`config.mk`:
```
export PLATFORM = sky130hd
export DESIGN_NAME = tptz_compensator
export DESIGN_NICKNAME = d
export VERILOG_FILES = /design/src/tptz_fifo.v /design/src/tptz_compensator.v
export VERILOG_INCLUDE_DIRS = /design/src
export SDC_FILE = /design/constraint.sdc
export NUM_CORES = 2
export LEC_CHECK = 0
export BUFFER_PORTS_ARGS = -buffer_cell sky130_fd_sc_hd__buf_2
export CAP_MARGIN = 20
export CORE_ASPECT_RATIO = 0.7
export CORE_MARGIN = 2
export CORE_UTILIZATION = 60
export CTS_BUF_LIST = sky130_fd_sc_hd__clkbuf_8
export CTS_CLUSTER_SIZE = 10
export DETAILED_ROUTE_END_ITERATION = 8
export PLACE_DENSITY = 0.86
export SLEW_MARGIN = 20
export SYNTH_ARGS = -nofsm -noshare
export SYNTH_HDL_FRONTEND = slang
export SYNTH_SLANG_ARGS = --single-unit
```
`constraint.sdc`:
```
create_clock -name mclk -period 12.5 [get_ports mclk]
set_input_delay 0.625 -clock mclk [delete_from_list [all_inputs] [get_ports mclk]]
set_output_delay 0.625 -clock mclk [all_outputs]
set_load 0.02 [all_outputs]
```
`src/tptz_consts.vh`:
```
// tptz_consts.vh: widths, fixed-point layout and reset values of the compensator
// assumes: included by bare name from the design files of the compensator
`ifndef TPTZ_CONSTS_VH
`define TPTZ_CONSTS_VH
`define TPTZ_SAMPLE_W 12
`define TPTZ_COEF_W 18
`define TPTZ_COEF_FRAC 12
`define TPTZ_ERR_W 13
`define TPTZ_ACC_W 48
`define TPTZ_CODE_MAX 12'hfff
`define TPTZ_OUT_RESET 12'h000
`define TPTZ_FIFO_DEPTH 16
`define TPTZ_FIFO_AW 4
`endif

```
`src/tptz_fifo.v`:
```
// tptz_fifo.v: sample FIFO with parameterised width and depth, registered read data
// assumes: one clock, asynchronous active-high reset, depth a power of two
`timescale 1ns/1ps
`include "tptz_consts.vh"
module tptz_fifo #(
   parameter WIDTH = 12,
   parameter DEPTH = `TPTZ_FIFO_DEPTH,
   parameter AW = `TPTZ_FIFO_AW
) (
   input wire mclk,
   input wire rst,
   input wire [WIDTH-1:0] in_data,
   input wire in_valid,
   output wire in_ready,
   output reg [WIDTH-1:0] out_data,
   output reg out_valid,
   input wire out_ready
);
   reg [WIDTH-1:0] mem [0:DEPTH-1];
   reg [AW:0] wr_reg;
   reg [AW:0] rd_reg;
   wire full;
   wire empty;
   wire push;
   wire pop;

   // pointers carry one extra wrap bit so full and empty are exact
   assign full = (wr_reg[AW] != rd_reg[AW]) && (wr_reg[AW-1:0] == rd_reg[AW-1:0]);
   assign empty = (wr_reg == rd_reg);
   assign in_ready = ~full;
   assign push = in_valid & ~full;
   assign pop = ~empty & (~out_valid | out_ready);

   // storage has no reset, only pointers and the output register do
   always @(posedge mclk) begin
      if (push) begin
         mem[wr_reg[AW-1:0]] <= in_data;
      end
   end

   // read data leaves through an output register
   always @(posedge mclk or posedge rst) begin
      if (rst) begin
         wr_reg <= {(AW+1){1'b0}};
         rd_reg <= {(AW+1){1'b0}};
         out_data <= {WIDTH{1'b0}};
         out_valid <= 1'b0;
      end else begin
         if (push) begin
            wr_reg <= wr_reg + {{AW{1'b0}}, 1'b1};
         end
         if (pop) begin
            out_data <= mem[rd_reg[AW-1:0]];
            rd_reg <= rd_reg + {{AW{1'b0}}, 1'b1};
            out_valid <= 1'b1;
         end else if (out_ready) begin
            out_valid <= 1'b0;
         end
      end
   end
endmodule

```
`src/tptz_compensator.v`:
```
// tptz_compensator.v: two_pole_two_zero_filter voltage-loop compensator with period_hold
// assumes: one sample per switching period arrives with in_valid; period_start marks
// the boundary of each switching period; coefficients are steady while a sample computes
//
// Behaviour
// - output = a1*y1 + a2*y2 + b0*x0 + b1*x1 + b2*x2
// - five coefficients, two feedback and three forward, supplied by input ports
// - the equation runs once for each fresh voltage sample, never otherwise
// - a result computed now is applied from the next switching period onward
// - the demand code holds unchanged for the whole next period
// - demand output is 12-bit, code 4095 is full scale 3.3 V
// - filter result is multiplied by a programmable gain factor
// - filter input is the set point minus the sample, same scaling
`timescale 1ns/1ps
`include "tptz_consts.vh"
module tptz_compensator #(
   parameter SW = `TPTZ_SAMPLE_W,
   parameter CW = `TPTZ_COEF_W,
   parameter CF = `TPTZ_COEF_FRAC
) (
   input wire mclk,
   input wire rst,
   input wire [SW-1:0] sample_data,
   input wire sample_valid,
   output reg sample_ready,
   input wire period_start,
   input wire [SW-1:0] set_point,
   input wire signed [CW-1:0] coef_a1,
   input wire signed [CW-1:0] coef_a2,
   input wire signed [CW-1:0] coef_b0,
   input wire signed [CW-1:0] coef_b1,
   input wire signed [CW-1:0] coef_b2,
   input wire signed [CW-1:0] gain_k,
   output reg [SW-1:0] demand_code,
   output reg demand_update,
   output reg busy
);
   localparam AW = `TPTZ_ACC_W;
   localparam EW = `TPTZ_ERR_W;
   localparam S_IDLE = 3'd0;
   localparam S_MAC = 3'd1;
   localparam S_SCALE = 3'd2;
   localparam S_SAT = 3'd3;
   localparam S_WAIT = 3'd4;

   wire [SW-1:0] fifo_data;
   wire fifo_valid;
   wire fifo_in_ready;
   reg take;
   reg [2:0] state_reg;
   reg [2:0] step_reg;
   reg signed [EW-1:0] x0_reg;
   reg signed [EW-1:0] x1_reg;
   reg signed [EW-1:0] x2_reg;
   reg [SW-1:0] y1_reg;
   reg [SW-1:0] y2_reg;
   reg signed [AW-1:0] acc_reg;
   reg signed [AW-1:0] scaled_reg;
   reg [SW-1:0] result_reg;
   reg pending_reg;
   reg signed [CW-1:0] mac_coef;
   reg signed [EW:0] mac_data;
   wire signed [CW+EW:0] mac_prod;
   wire signed [AW-1:0] mac_term;
   wire signed [AW-1:0] acc_frac;
   wire signed [AW+CW-1:0] scale_prod;
   // sign-extended copies feed the two multipliers
   wire signed [CW+EW:0] mac_coef_x;
   wire signed [CW+EW:0] mac_data_x;
   wire signed [AW+CW-1:0] acc_frac_x;
   wire signed [AW+CW-1:0] gain_x;

   // the FIFO absorbs samples while a computation is in flight
   tptz_fifo #(
      .WIDTH(SW),
      .DEPTH(`TPTZ_FIFO_DEPTH),
      .AW(`TPTZ_FIFO_AW)
   ) u_fifo (
      .mclk(mclk),
      .rst(rst),
      .in_data(sample_data),
      .in_valid(sample_valid),
      .in_ready(fifo_in_ready),
      .out_data(fifo_data),
      .out_valid(fifo_valid),
      .out_ready(take)
   );

   // one multiplier shared over five cycles; area traded for latency of a few cycles
   always @* begin
      mac_coef = {CW{1'b0}};
      mac_data = {(EW+1){1'b0}};
      case (step_reg)
         3'd0: begin
            mac_coef = coef_b0;
            mac_data = {x0_reg[EW-1], x0_reg};
         end
         3'd1: begin
            mac_coef = coef_b1;
            mac_data = {x1_reg[EW-1], x1_reg};
         end
         3'd2: begin
            mac_coef = coef_b2;
            mac_data = {x2_reg[EW-1], x2_reg};
         end
         3'd3: begin
            mac_coef = coef_a1;
            mac_data = {2'b00, y1_reg};
         end
         3'd4: begin
            mac_coef = coef_a2;
            mac_data = {2'b00, y2_reg};
         end
         default: begin
            mac_coef = {CW{1'b0}};
            mac_data = {(EW+1){1'b0}};
         end
      endcase
   end

   // factors are sign-extended to the product width first; the full product fits,
   // so nothing is padded or dropped implicitly inside the multiply
   assign mac_coef_x = {{(EW+1){mac_coef[CW-1]}}, mac_coef};
   assign mac_data_x = {{CW{mac_data[EW]}}, mac_data};
   assign mac_prod = mac_coef_x * mac_data_x;
   assign mac_term = {{(AW-CW-EW-1){mac_prod[CW+EW]}}, mac_prod};
   // drop the coefficient fraction once, before the gain multiply
   assign acc_frac = acc_reg >>> CF;
   assign acc_frac_x = {{CW{acc_frac[AW-1]}}, acc_frac};
   assign gain_x = {{AW{gain_k[CW-1]}}, gain_k};
   assign scale_prod = acc_frac_x * gain_x;

   // fifo output is taken only when idle, so one sample yields exactly one evaluation
   always @* begin
      take = (state_reg == S_IDLE) && fifo_valid;
   end

   // sequencer: mac, scale, saturate, then one wait cycle and back to idle
   always @(posedge mclk or posedge rst) begin
      if (rst) begin
         state_reg <= S_IDLE;
         step_reg <= 3'd0;
         x0_reg <= {EW{1'b0}};
         x1_reg <= {EW{1'b0}};
         x2_reg <= {EW{1'b0}};
         y1_reg <= {SW{1'b0}};
         y2_reg <= {SW{1'b0}};
         acc_reg <= {AW{1'b0}};
         scaled_reg <= {AW{1'b0}};
         result_reg <= `TPTZ_OUT_RESET;
         pending_reg <= 1'b0;
         demand_code <= `TPTZ_OUT_RESET;
         demand_update <= 1'b0;
         busy <= 1'b0;
         sample_ready <= 1'b0;
      end else begin
         sample_ready <= fifo_in_ready;
         demand_update <= 1'b0;
         // result presented only at a period boundary and held until the next one
         if (period_start && pending_reg) begin
            demand_code <= result_reg;
            demand_update <= 1'b1;
            pending_reg <= 1'b0;
         end
         case (state_reg)
            S_IDLE: begin
               busy <= 1'b0;
               if (take) begin
                  // error is set point minus sample, both in the converter's scaling
                  x0_reg <= $signed({1'b0, set_point}) - $signed({1'b0, fifo_data});
                  x1_reg <= x0_reg;
                  x2_reg <= x1_reg;
                  acc_reg <= {AW{1'b0}};
                  step_reg <= 3'd0;
                  busy <= 1'b1;
                  state_reg <= S_MAC;
               end
            end
            S_MAC: begin
               acc_reg <= acc_reg + mac_term;
               if (step_reg == 3'd4) begin
                  state_reg <= S_SCALE;
               end else begin
                  step_reg <= step_reg + 3'd1;
               end
            end
            S_SCALE: begin
               // limitation: a scaled value beyond 48 bits wraps, so gains must stay sane
               scaled_reg <= scale_prod[AW+CF-1:CF];
               state_reg <= S_SAT;
            end
            S_SAT: begin
               // clamp stops windup: history holds what the converter really got
               if (scaled_reg[AW-1]) begin
                  result_reg <= {SW{1'b0}};
                  y1_reg <= {SW{1'b0}};
               end else if (scaled_reg > $signed({{(AW-SW){1'b0}}, `TPTZ_CODE_MAX})) begin
                  result_reg <= `TPTZ_CODE_MAX;
                  y1_reg <= `TPTZ_CODE_MAX;
               end else begin
                  result_reg <= scaled_reg[SW-1:0];
                  y1_reg <= scaled_reg[SW-1:0];
               end
               y2_reg <= y1_reg;
               pending_reg <= 1'b1;
               state_reg <= S_WAIT;
            end
            S_WAIT: begin
               busy <= 1'b0;
               state_reg <= S_IDLE;
            end
            default: begin
               state_reg <= S_IDLE;
            end
         endcase
      end
   end
endmodule

```
==> flow_summary_export.csv <==
group,metric,value,unit
outcome,outcome,"completed",
clock_tree,ctsResizeCount,0,
global_routing,overflow,0,
setup_path,crit_path_max_fanout,20,
synthesis,synth_cell_types,81,
final_layout,largest_reg_flops,192,
clock_tree,htreeDepth,2,
route,drt_iter0_drc,4091,
synthesis,syn-num-nets,6605,
global_routing,grt_start_max_net_pins,124,
sta,slew_violations,0,
clock_tree,clockBufferDepth,3,
placed_design,gp_congestion,0.9492,
job,maxCapViolCount,0,
clock_tree,clock_latency,700,ps
setup_path,cp.arrival,9810,ps
synthesis,async_reset_ff_share,50.77,%
global_routing,grt_pass1_wl,210900,um
setup_path,crit_type,"flop to flop",
die,die-area,88740,um^2
die,die_h,249.8,um
synthesis,ys_top_cells_by_area,"fa_1, edfxtp_1, dfrtp_1",
sta,fin_crit,9206,ps
placed_design,place_ws,3186,ps
setup_path,path_buf_inv,5,
clock_tree,post-cts-setup-buffers,0,
clock_tree,cts_buffers,54,
setup_path,path_delay_family,"adder cells",
synthesis,ys_warn_count,0,
synthesis,synth_edf_count,192,
setup_path,crit_path_start_kind,"flop",
placed_design,post-dp-hpwl,101300,um
setup_path,reg2reg_setup_slack,3290,ps
final_layout,fin_nets,6603,
synthesis,synth_top_area_share,38.61,%
route,viasPerCell,5.772,
setup_path,critical_path.endpoint,"acc_reg[46]$_DFFE_PP0P_",
sta,layout_setup_ws,3294,ps
final_layout,drive_gt1_share,8.564,%
sta,clock.fmax,108.6,MHz
global_routing,grtUsageTotal,30.23,%
sta,fin_crit_sh,73.65,%
global_routing,antenna_found_initial,3,
final_layout,final-seq-area,10730,um^2
synthesis,syn_area,51800,um^2
final_layout,finalNonFillerCells,6395,
die,pin_count,151,
clock_tree,hold_buffers,0,
setup_path,cpPeakStageDelay,850,ps
setup_path,rr_endpoint,"acc_reg[46]$_DFFE_PP0P_",
die,num_rows,90,
clock_tree,clockRootBuffer,"clkbuf_8",
sta,hold_violations,0,
final_layout,multi_input_area,35740,um^2
die,start_util,60.37,%
setup_path,slowest_stage,"fa_1",
synthesis,synth-seq-cells,390,
setup_path,cp-startpoint,"step_reg[0]$_DFFE_PP0P_",
sta,skew,54.44,ps
route,drt_wl_total,129500,um
setup_path,worstPathRequired,13100,ps
route,ant_nets,0,
sta,tns,0,ps
synthesis,synthCells,5202,
sta,setup_viol,0,
setup_path,path_depth,27,
setup_path,reg2reg_depth,27,
sta,rsz0062_at_grt,"false",
route,vias,36910,
sta,relSlewSlack,27.56,%
die,die_x,355.2,um
min_path,hold_class,"input port to asynchronous set/reset pin",
synthesis,synth_flop_cell,"dfrtp_1",
clock_tree,cts.clk_slew.worst_paths,80,ps
global_routing,grt_pass1_vias,39670,
placed_design,placed_cells,6294,
clock_tree,cts_tree,"done",
synthesis,yosysTopAreaCell,"fa_1",
final_layout,area_growth,5.292,%
synthesis,syn_area_per_cell,9.958,um^2
synthesis,ys_seq_area_share,20.70,%
sta,worst_pin_slew,1087,ps
route,drc_errors,0,
route,wl_per_cell,20.25,um
placed_design,numPortBuffers,150,
final_layout,fill_cells,6505,
die,core,85810,um^2
setup_path,cpMostUsedCell,"fa_1",
setup_path,worstSetupEndpointType,"flop",
setup_path,reg2reg_from,"step_reg[0]$_DFFE_PP0P_",
route,drt_first_pass_iters,6,
clock_tree,cts.sinks,390,
-- final cells by class --
type | instances | share of cell area [%]
multi-input combinational | 3381 | 65.52
sequential | 390 | 19.66
inverter | 1181 | 8.141
tap | 1150 | 2.638
timing repair buffer | 192 | 1.954
clock buffer | 59 | 1.489
clock inverter | 40 | 0.5850
antenna | 2 | 0.009176
-- synthesized netlist by cell type (9+ instances only) --
cell type  number
a21o_1         38
a21oi_1        91
a31oi_1         9
and2_1        207
and3_1         16
and4_1         24
buf_1          20
clkbuf_1      228
dfrtp_1       198
edfxtp_1      192
fa_1          999
ha_1          268
inv_1        1181
mux2_2         80
mux4_2         60
nand2_1       838
nand2b_1       22
nand3_1        34
nand4_1        42
nor2_1        203
nor2b_1        18
nor3_1         18
nor4_1          9
o21ai_0       116
o21ai_1        21
o21bai_1       16
o31ai_1        20
or2_2          11
xnor2_1        74
xor2_1         42
-- worst min path at each step --
| stage | endpoint | slack (ps) | cells past startpoint |
|---|---|---|---|
| floorplan | y2_reg[10]$_DFFE_PP0P_ | 440 | 2 |
| global placement | y2_reg[6]$_DFFE_PP0P_ | 450 | 2 |
| detailed placement | y2_reg[9]$_DFFE_PP0P_ | 460 | 2 |
| CTS | u_fifo.wr_reg[1]$_DFFE_PP0P_ | 100 | 2 |
| global route | pending_reg$_DFFE_PP0P_ | 150 | 2 |
| finish | u_fifo.wr_reg[1]$_DFFE_PP0P_ | 70 | 2 |
-- routing by layer --
| metal | global-route usage, % | wire, um | part of all wire [%] |
|---|---|---|---|
| met5 | 0 | 13 | 0.010 |
| met4 | 8.789 | 3962 | 3.1 |
| met3 | 6.669 | 13570 | 10 |
| met2 | 48.07 | 61150 | 47 |
| met1 | 42.14 | 50790 | 39 |
-- cell usage in the layout (no fill, tap or decap), types with 7 or more instances in the layout --
master	instances
nand2b_1	22
dfrtp_1	196
nor2b_1	16
a21oi_1	91
a211oi_1	7
o31ai_1	20
edfxtp_1	192
and2_1	206
and4_1	24
o21ai_0	116
buf_2	150
or2_2	11
a31oi_1	9
nor2_1	203
a21o_1	38
o211ai_1	7
nand4_1	42
mux4_2	60
xnor2_1	74
a222oi_1	8
clkbuf_8	59
ha_1	267
fa_1	998
mux2_2	80
nand2_1	836
clkinv_2	8
xor2_1	42
nor3_1	18
buf_4	42
o21bai_1	16
nor4_1	9
o21ai_1	19
and3_1	16
nand3_1	34
inv_1	1200
-- metrics by stage --
| step | instance area, um^2 | hold WS, ps | utilization (%) |
|---|---|---|---|
| 6_report | 54540 | 70.94 | 63.56 |
| 5_1_grt | 54540 | 146.3 | 63.56 |
| 4_1_cts | 54530 | 104.8 | 63.54 |
| 3_5_place_dp | 53400 | 462.2 | 62.23 |
| 3_3_place_gp | 53390 | 453.8 | 62.23 |
| 2_1_floorplan | 51800 | 440.2 | - |
-- kinds of logic after synthesis --
group / share of synthesized area (%)
AO/OA/AOI/OAI: 4.780
XOR/XNOR: 1.961
adder cells (fa/ha/maj): 45.08
buffers and inverters: 10.37
flip-flops: 20.70
multiplexers: 4.406
AND/OR/NAND/NOR: 12.70
Power is left out: the tool's default activity adds up to more than one toggle a clock period on the data nets, which glitch-free logic cannot reach.
